$ cat config.mk
export PLATFORM = sky130hd
export DESIGN_NAME = i2ccb_config
export DESIGN_NICKNAME = d
export VERILOG_FILES = /design/src/i2ccb_pkg.sv /design/src/i2ccb_config.sv
export VERILOG_INCLUDE_DIRS = /design/src
export SDC_FILE = /design/constraint.sdc
export NUM_CORES = 1
export LEC_CHECK = 0
export ABC_AREA = 0
export CAP_MARGIN = 20
export CORE_AREA = 5 5 102 104
export CTS_CLUSTER_DIAMETER = 80
export DETAILED_ROUTE_END_ITERATION = 6
export DIE_AREA = 0 0 107 109
export DONT_BUFFER_PORTS = 1
export GPL_ROUTABILITY_DRIVEN = 0
export HOLD_SLACK_MARGIN = 0.1
export SYNTH_ARGS = -nofsm -noshare
export SYNTH_HDL_FRONTEND = slang
export SYNTH_SLANG_ARGS = --single-unit
$ cat constraint.sdc
create_clock -name clk -period 2.3 [get_ports clk]
set_input_delay 0.115 -clock clk [delete_from_list [all_inputs] [get_ports clk]]
set_output_delay 0.115 -clock clk [all_outputs]
set_load 0.1 [all_outputs]
$ cat src/i2ccb_map.svh
// Purpose: Offsets, fields, reset values and counts of the config block
// Assumes: APB byte addressing, 32-bit data
// Notes:   Definitions only
`ifndef I2CCB_MAP_SVH
`define I2CCB_MAP_SVH
// ----------------------------------------------------------------
// Register byte offsets
// ----------------------------------------------------------------
`define I2CCB_OFS_CFG   8'h00
`define I2CCB_OFS_STAT  8'h04
`define I2CCB_OFS_IEN   8'h08
`define I2CCB_OFS_ICLR  8'h0c
`define I2CCB_OFS_SADR  8'h10
// ----------------------------------------------------------------
// Configuration fields
// ----------------------------------------------------------------
`define I2CCB_CFG_SLVEN   0
`define I2CCB_CFG_MSTEN   1
`define I2CCB_CFG_LOOP    6
`define I2CCB_CFG_MCLKEN  7
`define I2CCB_CFG_GCCLR   8
`define I2CCB_CFG_TXRQDIS 9
`define I2CCB_CFG_STRETCH 11
`define I2CCB_CFG_STOPIE  14
`define I2CCB_CFG_WMASK   16'h4bfb
`define I2CCB_CFG_RESET   16'h0000
// ----------------------------------------------------------------
// Interrupt status fields
// ----------------------------------------------------------------
`define I2CCB_ST_TXREQ  0
`define I2CCB_ST_STOP   1
`define I2CCB_ST_GCALL  2
`define I2CCB_GCALL_ADR 7'h00
// ----------------------------------------------------------------
// Timing: serial clock half period in ns at 8 ns core clock
// ----------------------------------------------------------------
`define I2CCB_SCL_HALF_NS 1250
`define I2CCB_CLK_NS      8
`define I2CCB_SCL_HALF_CYC (`I2CCB_SCL_HALF_NS / `I2CCB_CLK_NS)
`endif

$ cat src/i2ccb_pkg.sv
// Purpose: Types of the config block
// Assumes: Constants come from i2ccb_map.svh
// Notes:   One-hot slave phase
package i2ccb_pkg;
  typedef enum logic [2:0] {
    I2CCB_IDLE = 3'h1,
    I2CCB_ADDR = 3'h2,
    I2CCB_DATA = 3'h4
  } i2ccb_phase_type;

  typedef struct packed {
    logic        psel;
    logic        penable;
    logic        pwrite;
    logic [7:0]  paddr;
    logic [31:0] pwdata;
  } i2ccb_apb_req_type;

  typedef struct packed {
    logic        pready;
    logic        pslverr;
    logic [31:0] prdata;
  } i2ccb_apb_rsp_type;

  typedef struct packed {
    logic [2:0]      sclSync;
    logic [2:0]      sdaSync;
    logic            sclF;
    logic            sdaF;
    i2ccb_phase_type phase;
    logic [3:0]      bitCnt;
    logic [7:0]      shift;
    logic            matched;
    logic [15:0]     cfg;
    logic [2:0]      stat;
    logic [2:0]      ien;
    logic [6:0]      sadr;
    logic [7:0]      divCnt;
    logic            sclGen;
    logic            sclOe;
    logic            irq;
    i2ccb_apb_rsp_type rsp;
  } i2ccb_state_type;
endpackage : i2ccb_pkg

$ cat src/i2ccb_config.sv
// Purpose: I2C config control bits with APB registers and interrupt
// Assumes: Single core clock, open-drain SCL, SDA only observed
// Notes:   Pins pass three flops; a level counts when stages 2 and 3 agree
`timescale 1ns/1ps
`include "i2ccb_map.svh"

// What this block does
// While the stretch bit is set the block holds SCL low, else only the low half of the master clock pulls it low.
// The transmit request interrupt is suppressed by a 1 and allowed by a 0.
// An allowed request is raised just after SCL falls on the R/W bit.
// Writing 1 to general call clear wipes that status, then self-clears.
// The master drives the serial clock only while its clock enable is 1.
// Loopback feeds the block's own drive to its receive side.
// Bits 13, 12 and 10 of the configuration read zero and ignore writes.
// The master channel runs only while the master enable bit is 1.
// The slave channel watches addresses only while slave enable is 1.
// With stop interrupt enabled, a stop after start and match interrupts.
module i2ccb_config
  import i2ccb_pkg::*;
(
  input  wire logic                        clk,     // Core clock
  input  wire logic                        nrst,    // Async reset, low
  input  wire i2ccb_pkg::i2ccb_apb_req_type apbReq,  // APB request
  output      i2ccb_pkg::i2ccb_apb_rsp_type apbRsp,  // APB response
  input  wire logic                        sclIn,   // SCL pin level
  output      logic                        sclOut,  // SCL drive value
  output      logic                        sclOe,   // SCL drive enable
  input  wire logic                        sdaIn,   // SDA pin level
  output      logic                        irq      // Interrupt level
);
  import i2ccb_pkg::*;

  i2ccb_state_type st_reg;
  i2ccb_state_type st_next;
  logic            sclLine;
  logic            sdaLine;
  logic            sclRise;
  logic            sclFall;
  logic            startDet;
  logic            stopDet;
  logic            wrHit;
  logic            rdCyc;
  logic [15:0]     wcfg;
  logic [2:0]      setEv;

  // ----------------------------------------------------------------
  // Receive side
  // ----------------------------------------------------------------
  always_comb
  begin
    st_next = st_reg;
    st_next.sclSync = {st_reg.sclSync[1:0], sclIn};
    st_next.sdaSync = {st_reg.sdaSync[1:0], sdaIn};
    if (st_reg.sclSync[1] == st_reg.sclSync[2])
    begin
      st_next.sclF = st_reg.sclSync[2];
    end
    if (st_reg.sdaSync[1] == st_reg.sdaSync[2])
    begin
      st_next.sdaF = st_reg.sdaSync[2];
    end
    if (st_reg.cfg[`I2CCB_CFG_LOOP])
    begin
      sclLine = ~st_reg.sclOe;
      sdaLine = 1'b1;
    end
    else
    begin
      sclLine = st_next.sclF;
      sdaLine = st_next.sdaF;
    end
    sclRise  = sclLine & ~st_reg.sclF;
    sclFall  = ~sclLine & st_reg.sclF;
    startDet = sclLine & st_reg.sclF & ~sdaLine & st_reg.sdaF;
    stopDet  = sclLine & st_reg.sclF & sdaLine & ~st_reg.sdaF;
    st_next.sclF = sclLine;
    st_next.sdaF = sdaLine;
    setEv = 3'h0;

    if (!st_reg.cfg[`I2CCB_CFG_SLVEN])
    begin
      st_next.phase   = I2CCB_IDLE;
      st_next.matched = 1'b0;
    end
    else if (startDet)
    begin
      st_next.phase   = I2CCB_ADDR;
      st_next.bitCnt  = 4'h0;
      st_next.matched = 1'b0;
    end
    else if (stopDet)
    begin
      setEv[`I2CCB_ST_STOP] = st_reg.matched &
                              st_reg.cfg[`I2CCB_CFG_STOPIE];
      st_next.phase   = I2CCB_IDLE;
      st_next.matched = 1'b0;
    end
    else
    begin
      unique case (st_reg.phase)
        I2CCB_IDLE:
        begin
          st_next.bitCnt = 4'h0;
        end
        I2CCB_ADDR:
        begin
          if (sclRise)
          begin
            st_next.shift  = {st_reg.shift[6:0], sdaLine};
            st_next.bitCnt = st_reg.bitCnt + 4'h1;
          end
          if (sclFall && st_reg.bitCnt == 4'h8)
          begin
            st_next.phase  = I2CCB_DATA;
            st_next.bitCnt = 4'h0;
            if (st_reg.shift[7:1] == st_reg.sadr)
            begin
              st_next.matched = 1'b1;
              setEv[`I2CCB_ST_TXREQ] = st_reg.shift[0] &
                ~st_reg.cfg[`I2CCB_CFG_TXRQDIS];
            end
            else if (st_reg.shift[7:1] == `I2CCB_GCALL_ADR)
            begin
              st_next.matched = 1'b1;
              setEv[`I2CCB_ST_GCALL] = 1'b1;
            end
          end
        end
        I2CCB_DATA:
        begin
          st_next.bitCnt = 4'h0;
        end
      endcase
    end

    // ----------------------------------------------------------------
    // Serial clock drive
    // ----------------------------------------------------------------
    if (st_reg.cfg[`I2CCB_CFG_MSTEN] && st_reg.cfg[`I2CCB_CFG_MCLKEN])
    begin
      if (st_reg.divCnt == 8'(`I2CCB_SCL_HALF_CYC - 1))
      begin
        st_next.divCnt = 8'h00;
        st_next.sclGen = ~st_reg.sclGen;
      end
      else
      begin
        st_next.divCnt = st_reg.divCnt + 8'h01;
      end
    end
    else
    begin
      st_next.divCnt = 8'h00;
      st_next.sclGen = 1'b1;
    end
    st_next.sclOe = st_reg.cfg[`I2CCB_CFG_STRETCH] | ~st_next.sclGen;

    // ----------------------------------------------------------------
    // APB slave, one wait state
    // ----------------------------------------------------------------
    rdCyc = apbReq.psel & apbReq.penable & ~st_reg.rsp.pready;
    wrHit = apbReq.psel & apbReq.penable & st_reg.rsp.pready &
            apbReq.pwrite;
    wcfg  = (apbReq.pwdata[15:0] & `I2CCB_CFG_WMASK) |
            (st_reg.cfg & ~`I2CCB_CFG_WMASK);
    st_next.rsp.pready = rdCyc;
    if (rdCyc)
    begin
      st_next.rsp.pslverr = 1'b0;
      st_next.rsp.prdata  = 32'h0;
      unique case (apbReq.paddr)
        `I2CCB_OFS_CFG:  st_next.rsp.prdata = {16'h0, st_reg.cfg};
        `I2CCB_OFS_STAT: st_next.rsp.prdata = {29'h0, st_reg.stat};
        `I2CCB_OFS_IEN:  st_next.rsp.prdata = {29'h0, st_reg.ien};
        `I2CCB_OFS_ICLR: st_next.rsp.prdata = 32'h0;
        `I2CCB_OFS_SADR: st_next.rsp.prdata = {25'h0, st_reg.sadr};
        default:         st_next.rsp.pslverr = 1'b1;
      endcase
    end

    // General call clear is one cycle, then drops
    if (st_reg.cfg[`I2CCB_CFG_GCCLR])
    begin
      st_next.stat[`I2CCB_ST_GCALL] = 1'b0;
      st_next.cfg[`I2CCB_CFG_GCCLR] = 1'b0;
    end
    if (wrHit)
    begin
      unique case (apbReq.paddr)
        `I2CCB_OFS_CFG:  st_next.cfg  = wcfg;
        `I2CCB_OFS_IEN:  st_next.ien  = apbReq.pwdata[2:0];
        `I2CCB_OFS_ICLR: st_next.stat = st_next.stat & ~apbReq.pwdata[2:0];
        `I2CCB_OFS_SADR: st_next.sadr = apbReq.pwdata[6:0];
        default:         st_next.sadr = st_reg.sadr;
      endcase
    end
    st_next.stat = st_next.stat | setEv;
    st_next.irq  = |(st_next.stat & st_next.ien);
  end

  always_ff @(posedge clk or negedge nrst)
  begin
    if (!nrst)
    begin
      st_reg        <= '0;
      st_reg.sclSync <= 3'h7;
      st_reg.sdaSync <= 3'h7;
      st_reg.sclF   <= 1'b1;
      st_reg.sdaF   <= 1'b1;
      st_reg.sclGen <= 1'b1;
      st_reg.phase  <= I2CCB_IDLE;
      st_reg.cfg    <= `I2CCB_CFG_RESET;
    end
    else
    begin
      st_reg <= st_next;
    end
  end

  assign apbRsp = st_reg.rsp;
  assign sclOut = 1'b0;
  assign sclOe  = st_reg.sclOe;
  assign irq    = st_reg.irq;
endmodule : i2ccb_config

## Yosys cells after proc, flatten, opt, wreduce, memory -nomap -nowiden

Cells that the tools add are included.

- Logic and storage cells: 129
- Output and inout bits: 37
- Register bits: 98
- Input port bits: 47

- $add $sub $neg: 2
- Eq/ne operators: 18
- Bitwise logic cells: 30
- Reduce and logical (&&, ||, !) cells: 13
- Muxes and demuxes: 46

Operators with widths:

| kind | count |
|---|---|
| two-way mux 12 bit | 6 |
| case mux 16 bit (4 select lines) | 1 |
| two-way mux 9 bit | 3 |
| two-way mux 1 bit | 23 |
| two-way mux 22 bit | 1 |
| two-way mux 3 bit | 7 |
| two-way mux 7 bit | 3 |
| equality test 8 x 4 -> 1 bit, second input constant | 2 |
| bitwise OR 15 x 16 -> 16 bit | 1 |
| AND 1 bit | 13 |
| NOT 1 bit | 11 |
| != test 5 bit, second input constant | 2 |
| adder 8 x 1 -> 8 bit, second input constant | 1 |
| equality test 8 x 3 -> 1 bit, second input constant | 1 |
| equality test 8 x 5 -> 1 bit, second input constant | 1 |
| equality test 8 bit, second input constant | 1 |
| zero test 8 bit | 1 |
| two-way mux 8 bit | 1 |
| != test 4 x 1 -> 1 bit, second input constant | 2 |
| case mux 4 bit (2 select lines) | 1 |
| equality test 7 bit | 1 |
| zero test 7 bit | 1 |
| AND 3 bit | 2 |
| AND reduction 2 bit | 3 |
| 17 further kinds | 20 |

## Logic depth before layout (Yosys ltp)

Gate-level depths: netlist of the first run.

- Word-level depth: 14
- Depth in mapped cells: 7
- Mapped depth without buffers: 7

## Least setup slack after synthesis of the first run

OpenSTA, ideal clock, no wires.

- Path kind: register to register
- Start: reg st_reg (netlist bit sclOe)
- End: reg st_reg[75] (netlist name)
- Clock period less this slack: 2090 ps
- Data arrival time: 1965 ps
- Cell stages (with the launch flop): 5
- Slack: 210 ps
- Required time: 2175 ps
- Cells stage by stage: dfrtp_1 > nand2b_1 > a21o_1 > nor2_1 > mux2_2

- Longest elaborated chain between the ends: 7
- Elaborated cells between the ends (all ways): 12
- Those cells by class: eq/ne (1); mux (1); bitwise (9); reduce/logical (1)

RTL lines:

| what | RTL line | RTL |
|---|---|---|
| start: declaration | i2ccb_config.sv:33 | `i2ccb_state_type st_reg;` |
| start signal: assignment | i2ccb_config.sv:216 | `st_reg <= st_next;` |
| NOT 1 bit (*) | i2ccb_config.sv:64 | `sclLine = ~st_reg.sclOe;` |
| two-way mux 1 bit (*) | i2ccb_config.sv:62 | `` if (st_reg.cfg[`I2CCB_CFG_LOOP]) `` |
| AND 1 bit | i2ccb_config.sv:74, i2ccb_config.sv:75 |  |
| AND 1 bit, on equally long branches (2 in series) | i2ccb_config.sv:74, i2ccb_config.sv:75 |  |
| != test 5 bit (no source line) or NOT 1 bit (tied branches) | - |  |
| AND reduction 5 bit (no source line) (*) | - |  |

Mark *: on every way between the ends. The rest lies on a longest branch, timed or not.
A chain may end at the register's enable or synchronous reset.

==> results of run 1 <==
## cell families after synthesis
group	Yosys count	share of synthesized area, %
AOI/OAI and AO/OA	54	10.5
xor gates and xnor gates	14	3.33
other	1	0.102
adders and majority gates	4	1.29
DFF	74	50.6
and+or+nand+nor	90	13.5
buffers and inverters	55	9.47
muxes	34	11.2
## power groups by stage
| stage | clock [W] | combinational (W) | sequential, W |
|---|---|---|---|
| 2_1_floorplan | 0 | 0.000210 | 0.00136 |
| 3_3_place_gp | 0 | 0.000192 | 0.00136 |
| 3_5_place_dp | 0 | 0.000192 | 0.00136 |
| 4_1_cts | 0.00118 | 0.000261 | 0.00133 |
| 5_1_grt | 0.00124 | 0.000277 | 0.00134 |
| 6_report | 0.00115 | 0.000260 | 0.00133 |
## cells in the mapped netlist, types with 4 or more instances
cell type / number / share of area (%)
o21ai_0: 7 / 0.95
buf_4: 35 / 7.1
nand2b_1: 4 / 0.68
xor2_1: 7 / 1.7
a31oi_1: 4 / 0.68
mux2_1: 8 / 2.4
nand3b_1: 4 / 0.81
dfrtp_1: 64 / 43
a21oi_1: 6 / 0.81
xnor2_1: 7 / 1.7
o21ai_1: 5 / 0.68
nand3_1: 11 / 1.5
nor2_1: 22 / 2.2
inv_1: 12 / 1.2
a21o_1: 4 / 0.81
mux2_4: 10 / 4.1
nand2_1: 19 / 1.9
mux2i_1: 6 / 1.6
and2_1: 4 / 0.68
dfstp_2: 10 / 7.1
mux2_2: 10 / 3.1
a22o_1: 8 / 1.9
## cell type report
| class | instances | area share [%] |
|---|---|---|
| repair buffers | 40 | 9.13 |
| clock buffers | 9 | 2.95 |
| well taps | 114 | 3.40 |
| multi-input cells | 213 | 36.5 |
| inverters | 12 | 1.07 |
| clock inverters | 7 | 2.42 |
| flip-flops and latches | 74 | 44.5 |
## worst paths after layout
check / start / end / slack, ns
max: st_reg[64]$_DFFE_PN0P_ / irq$_DFF_PN0_ / 0.26
min: apbReq[36] / apbRsp[0]$_DFFE_PN0P_ / 0.12
max reg2reg: st_reg[64]$_DFFE_PN0P_ / irq$_DFF_PN0_ / 0.26
min reg2reg: st_next[93]$_DFF_PN1_ / st_next[94]$_DFF_PN1_ / 0.36
max in group asynchronous: nrst / st_next[97]$_DFF_PN1_ / 1.63
min in group asynchronous: nrst / st_reg[40]$_DFF_PN0_ / 0.29
## timing repair
action / in CTS / in global routing
hold endpoints to repair: 107 / 0
hold buffers: 21 / 0
endpoints found under the setup margin: 0 / 0
## critical path: cells and delay by family, from the launching register on
family | cells | cell delay [ns]
AOI/OAI and AO/OA | 3 | 0.95
DFF | 1 | 0.52
and+or+nand+nor | 2 | 0.51
## per-layer routing
| layer | vias to the layer above | GRT usage [%] |
|---|---|---|
| li1 | 1143 | - |
| met1 | 1156 | 18.1 |
| met2 | 54 | 21.4 |
| met3 | 6 | 4.38 |
| met4 | 0 | 4.38 |
| met5 | - | 0 |
## through the flow
stage / power, W / utilization [%]
global placement: 0.00155 / 39.6
global route: 0.00285 / 44.4
floorplan: 0.00157 / -
CTS: 0.00278 / 44.4
detailed placement: 0.00155 / 39.6
finish: 0.00275 / 44.4
==> flow_summary.ini, run 1 <==
[setup_path]
path_cells = nor3_1, o21a_1, nand3_1, o41ai_1, a221o_1
cpPeakStageDelay_ns = 0.52
rr_worst_depth = 5
path_max_fanout = 14
cpMaxStageDelayCell = dfrtp_1
required_ns = 2.59
worstSetupPathType = register to register
cp-start-kind = register
cp.arrival_ns = 2.33
critPathCaptureType = register

[clock_tree]
clk_path_buf_depth = 2
cts-root-buf = clkbuf_8
h-tree-depth = 3
post_cts_buffers = 0
clkLatencyLatePin_ns = 0.35
cts_resized = 0
path_clk_slew_ns = 0.09
cts_buffers = 9
cts_tree = done
cts.sink_count = 74

[finish]
nNetsFinal = 400
largest_reg_flops = 53
layout_commonest_cell = dfrtp_1
register_area_um2 = 1870
syn_to_final_growth_pct = 13.9
multi_input_area_um2 = 1530
final_area_um2 = 4200
layout_common_cells = 63 x dfrtp_1, 22 x nor2_1, 20 x dlygate4sd3_1
fin_cells = 469
fillerInstances = 890
diodes = 0
drive_gt1_share_pct = 21.1

[floorplan]
core_um2 = 9460
dieArea_um2 = 11700
pin_count = 84
start_util_pct = 39.0
die_height_um = 109
die_w_um = 107
rows = 36

[sta]
fin_crit_sh_pct = 88.9
relSlewSlack_pct = 42.0
final_hold_viol_count = 0
finalCriticalPeriod_ns = 2.04
finalSetupViolCount = 0
maxSlewViolCount = 0
fin_ws_ns = 0.256
rsz0062_at_grt = false
tightest_slew_ns = 0.870
whs_ns = 0.116
tns_ns = 0
clock_skew_ns = 0.0134
fmax_mhz = 489

[synth]
synth.cell_area_um2 = 3680
async_flop_share_pct = 100
yosys_warnings = 0
ys_seq_area_share_pct = 50.6
syn-mean-instance-area_um2 = 11.3
ys_types = 61
ys_seq_elements = 74
synth_edf_count = 0
synthFlopType = dfrtp_1
synthCells = 326

[routing]
met2WireLength_mm = 3.37
drc = 0
dr.pass1.iters = 4
top_layer_used = met4
ant_nets = 0
drtIter0Drc = 90
wl_met3_um = 458
avgViaCountPerCell = 5.03
wl_per_cell_um = 15.8
vias = 2359
drt-met1-wl_mm = 3.50
finalWirelength_mm = 7.41

[worst_hold_path]
min_path_cells = 3
hp-class = primary input to register

[pwr]
swShare_pct = 27.3
power_leakage_nw = 1.98
comb_power_share_pct = 9.5
p_int_w = 0.00200
p_seq_share_pct = 48.6
power_density_nw_per_um2 = 655
pwr-share-clk_pct = 41.9
ir_drop_uv = 332
power.switching_w = 0.000749

[global_route]
track_usage_pct = 13.7
gr-total-overflow = 0
grt_pass1_wl_mm = 12.4
grt_pass1_vias = 2471
grt_max_degree = 75
antenna_found_initial = 0

[place]
numPortBuffers = 0
dp_cells = 432
placed_area_um2 = 3740
post-place-ws_ns = 0.263
dp_hpwl_mm = 5.10

[run_status]
outcome = finished, final reports clean

[job]
max_cap_violations = 0
Note: power is estimated with default switching activity, not from simulation.
==> inputs of run 2 (changes only) <==
--- a/config.mk
+++ b/config.mk
@@ -7,7 +7,6 @@
 export NUM_CORES = 1
 export LEC_CHECK = 0
 export ABC_AREA = 0
-export CAP_MARGIN = 20
 export CORE_AREA = 5 5 102 104
 export CTS_CLUSTER_DIAMETER = 80
 export DETAILED_ROUTE_END_ITERATION = 6
@@ -15,6 +14,7 @@
 export DONT_BUFFER_PORTS = 1
 export GPL_ROUTABILITY_DRIVEN = 0
 export HOLD_SLACK_MARGIN = 0.1
+export PLACE_DENSITY = 0.52
 export SYNTH_ARGS = -nofsm -noshare
 export SYNTH_HDL_FRONTEND = slang
 export SYNTH_SLANG_ARGS = --single-unit
==> flow_summary.ini, run 2 (synthesis results as in run 1) <==
[run_status]
outcome = finished, final reports clean

[sta]
maxSlewViolCount = 0
tns_ns = 0
rsz0062_at_grt = false
finalCriticalPeriod_ns = 2.06
tightest_slew_ns = 0.866
final_hold_viol_count = 0
finalSetupViolCount = 0
fin_crit_sh_pct = 89.5
clock_skew_ns = 0.00804
fmax_mhz = 486
relSlewSlack_pct = 42.3

[pwr]
power_density_nw_per_um2 = 632
ir_drop_uv = 315
power_leakage_nw = 1.98

[clock_tree]
cts_resized = 0
cts_tree = done
cts-root-buf = clkbuf_8
path_clk_slew_ns = 0.08
h-tree-depth = 3
cts_buffers = 9
clk_path_buf_depth = 2
cts.sink_count = 74
clkLatencyLatePin_ns = 0.34

[floorplan]
dieArea_um2 = 11700
die_w_um = 107
pin_count = 84
rows = 36
core_um2 = 9460
start_util_pct = 39.0
die_height_um = 109

[finish]
largest_reg_flops = 53
fin_util_pct = 44.3
diodes = 0
layout_commonest_cell = dfrtp_1
nNetsFinal = 402
layout_common_cells = 63 x dfrtp_1, 22 x nor2_1, 21 x dlygate4sd3_1
drive_gt1_share_pct = 20.7
syn_to_final_growth_pct = 13.8

[setup_path]
worstSetupPathType = primary input to register
critPathBufInv = 3
path_common_cell = dlygate4sd3_1
critical_path.top_delay_family = buffers and inverters
path_cells = dlygate4sd3_1, o21ai_0, dlygate4sd3_1, a31oi_1, dlygate4sd3_1
cpMaxStageDelayCell = dlygate4sd3_1
cpPeakStageDelay_ns = 0.77
cp-start-kind = primary input
required_ns = 2.59
cp.arrival_ns = 2.35
path_max_fanout = 12
critPathCaptureType = register

[routing]
drtIter0Drc = 85
dr.pass1.iters = 3
avgViaCountPerCell = 5.14
vias = 2419
ant_nets = 0
wl_per_cell_um = 16.1
finalWirelength_mm = 7.60
drc = 0

[worst_hold_path]
hp-class = primary input to register

[global_route]
gr-total-overflow = 0
antenna_found_initial = 0
track_usage_pct = 13.9
grt_max_degree = 75
grt_pass1_vias = 2536
grt_pass1_wl_mm = 12.7

[place]
numPortBuffers = 0
dp_hpwl_mm = 5.20

[job]
max_cap_violations = 0
## run 2: per-layer routing
| metal | up-vias | routed length (um) | global-route usage [%] |
|---|---|---|---|
| met1 | 1217 | 3710 | 18.5 |
| li1 | 1146 | - | - |
| met3 | 11 | 333 | 3.55 |
| met5 | - | 0 | 0 |
| met2 | 45 | 3440 | 22.2 |
| met4 | 0 | 112 | 5.02 |
## run 2: cell type report
type / count / area (um2)
repair buffers: 42 / 400
fillers: 892 / 5270
multi-input cells: 213 / 1530
well taps: 114 / 143
inverters: 12 / 45.0
clock inverters: 3 / 47.5
flip-flops and latches: 74 / 1870
clock buffers: 13 / 159
## run 2: final timing paths
kind,end,depth (start not counted),start,slack [ns]
worst max-delay path,apbRsp[32]$_DFFE_PN0P_,5,apbReq[36],0.24
worst min-delay path,st_reg[56]$_DFF_PN0_,2,apbReq[34],0.13
worst max register to register,irq$_DFF_PN0_,5,st_reg[64]$_DFFE_PN0P_,0.30
worst min register to register,st_next[97]$_DFF_PN1_,0,st_next[96]$_DFF_PN1_,0.36
max in group asynchronous,st_reg[91]$_DFF_PN1_,2,nrst,1.64
min in group asynchronous,st_reg[39]$_DFF_PN0_,2,nrst,0.30
## run 2: what timing repair did
action,in CTS,in global routing
endpoints found under the setup margin,0,0
endpoints found under the hold margin,108,0
hold buffers,22,0
buffers inserted,0,0
## run 2: per-stage QoR
| step | cell area, um2 | worst slack [ns] | hold WS, ns | power (W) | cells |
|---|---|---|---|---|---|
| floorplan | 3740 | 0.210 | -0.181 | 0.00157 | 342 |
| global placement | 3750 | 0.301 | -0.179 | 0.00155 | 433 |
| detailed placement | 3750 | 0.277 | -0.179 | 0.00155 | 433 |
| CTS | 4190 | 0.295 | 0.111 | 0.00268 | 471 |
| global route | 4190 | 0.145 | 0.121 | 0.00276 | 471 |
| finish | 4190 | 0.242 | 0.128 | 0.00265 | 471 |
## run 2: power by group
group | internal, W | leakage (nW) | total [W] | switching (W)
Clock | 0.000566 | 0.104 | 0.00105 | 0.000488
Sequential | 0.00132 | 0.976 | 0.00134 | 0.0000145
Combinational | 0.0000581 | 0.902 | 0.000261 | 0.000203
==> inputs of run 3 (changes only) <==
--- a/config.mk
+++ b/config.mk
@@ -14,6 +14,7 @@
 export DONT_BUFFER_PORTS = 1
 export GPL_ROUTABILITY_DRIVEN = 0
 export HOLD_SLACK_MARGIN = 0.1
+export MAX_ROUTING_LAYER = met4
 export PLACE_DENSITY = 0.52
 export SYNTH_ARGS = -nofsm -noshare
 export SYNTH_HDL_FRONTEND = slang
==> flow_summary.ini, run 3 (synthesis results as in run 1) <==
[sta]
final_hold_viol_count = 0
tns_ns = 0
maxSlewViolCount = 0
rsz0062_at_grt = false
finalCriticalPeriod_ns = 2.07
clock_skew_ns = 0.00784
tightest_slew_ns = 0.866
relSlewSlack_pct = 42.3
finalSetupViolCount = 0
fin_crit_sh_pct = 90.0
fmax_mhz = 483

[setup_path]
cpMaxStageDelayCell = dlygate4sd3_1
critical_path.top_delay_family = buffers and inverters
required_ns = 2.59
path_max_fanout = 12
r2r-start = st_reg[64]$_DFFE_PN0P_
worstSetupPathType = primary input to register
cp.arrival_ns = 2.36
cpPeakStageDelay_ns = 0.78
crit_path_start = apbReq[36]
path_common_cell = dlygate4sd3_1
path_cells = dlygate4sd3_1, o21ai_0, dlygate4sd3_1, a31oi_1, dlygate4sd3_1
critPathCaptureType = register
critPathBufInv = 3
cp-start-kind = primary input

[pwr]
total_power_w = 0.00265
power.switching_w = 0.000707
power_leakage_nw = 1.98
p_seq_share_pct = 50.4
comb_power_share_pct = 9.9
p_int_w = 0.00194
ir_drop_uv = 314
power_density_nw_per_um2 = 632
swShare_pct = 26.6
pwr-share-clk_pct = 39.8

[finish]
nNetsFinal = 402
layout_common_cells = 63 x dfrtp_1, 22 x nor2_1, 21 x dlygate4sd3_1
largest_reg_flops = 53
diodes = 0
drive_gt1_share_pct = 20.7
layout_commonest_cell = dfrtp_1
syn_to_final_growth_pct = 13.8

[global_route]
antenna_found_initial = 0
grt_pass1_wl_mm = 12.7
track_usage_pct = 14.3
grt_pass1_vias = 2534
grt_max_degree = 75
gr-total-overflow = 0

[floorplan]
die_w_um = 107
pin_count = 84
core_um2 = 9460
rows = 36
die_height_um = 109
start_util_pct = 39.0
dieArea_um2 = 11700

[clock_tree]
cts_tree = done
cts.sink_count = 74
cts-root-buf = clkbuf_8
post_cts_buffers = 0
path_clk_slew_ns = 0.08
clk_path_buf_depth = 2
cts_buffers = 9
clkLatencyLatePin_ns = 0.34
h-tree-depth = 3

[routing]
finalWirelength_mm = 7.66
drtIter0Drc = 84
wl_per_cell_um = 16.3
dr.pass1.iters = 4
ant_nets = 0
drc = 0
avgViaCountPerCell = 5.17
vias = 2433

[place]
numPortBuffers = 0
dp_hpwl_mm = 5.20

[run_status]
outcome = finished, final reports clean

[job]
max_cap_violations = 0

[worst_hold_path]
hp-start = apbReq[34]
hp-class = primary input to register
==> run 3: cell counts in the layout (fill, tap and decap cells not counted) <==
Identical to the previous run, type by type.
==> run 3: cell type report <==
type	count	area, um2
sequential	74	1870
clock inverter	3	47.5
clock buffer	13	159
inverter	12	45.0
tap	114	143
fill	892	5270
timing repair buffer	42	400
multi-input combinational	213	1530
==> run 3: power groups by stage <==
stage | Sequential (W) | Clock, W | Combinational [W]
after floorplan | 0.00136 | 0 | 0.000210
after global placement | 0.00136 | 0 | 0.000192
after detailed placement | 0.00136 | 0 | 0.000193
after CTS | 0.00133 | 0.00109 | 0.000262
after global routing | 0.00134 | 0.00114 | 0.000278
final | 0.00133 | 0.00105 | 0.000261
==> run 3: repair_timing <==
action,in CTS,in global routing
endpoints found under the hold margin,108,0
hold buffers,22,0
gates resized for setup,0,0
==> run 3: path summary, 6_finish.rpt <==
check | endpoint | slack (ns) | cells after the start
setup / recovery | apbRsp[32]$_DFFE_PN0P_ | 0.23 | 5
hold / removal | st_reg[56]$_DFF_PN0_ | 0.13 | 2
setup reg to reg | irq$_DFF_PN0_ | 0.29 | 5
hold reg to reg | st_next[97]$_DFF_PN1_ | 0.36 | 0
max in group asynchronous | st_reg[91]$_DFF_PN1_ | 1.64 | 2
min in group asynchronous | st_reg[39]$_DFF_PN0_ | 0.30 | 2
==> run 3: per-layer routing <==
layer	track usage, %	vias up	share of wire [%]
met4	5.02	0	1.3
met2	22.1	52	45
li1	-	1146	-
met5	-	-	0
met1	18.7	1225	49
met3	3.37	10	4.1
==> run 3: stage by stage <==
step	instances	setup WS, ns	cell area, um2	utilization [%]	hold WS, ns
5_1_grt	471	0.145	4190	44.3	0.123
4_1_cts	471	0.295	4190	44.3	0.111
2_1_floorplan	342	0.210	3740	-	-0.181
3_5_place_dp	433	0.277	3750	39.6	-0.179
3_3_place_gp	433	0.301	3750	39.6	-0.179
6_report	471	0.230	4190	44.3	0.125
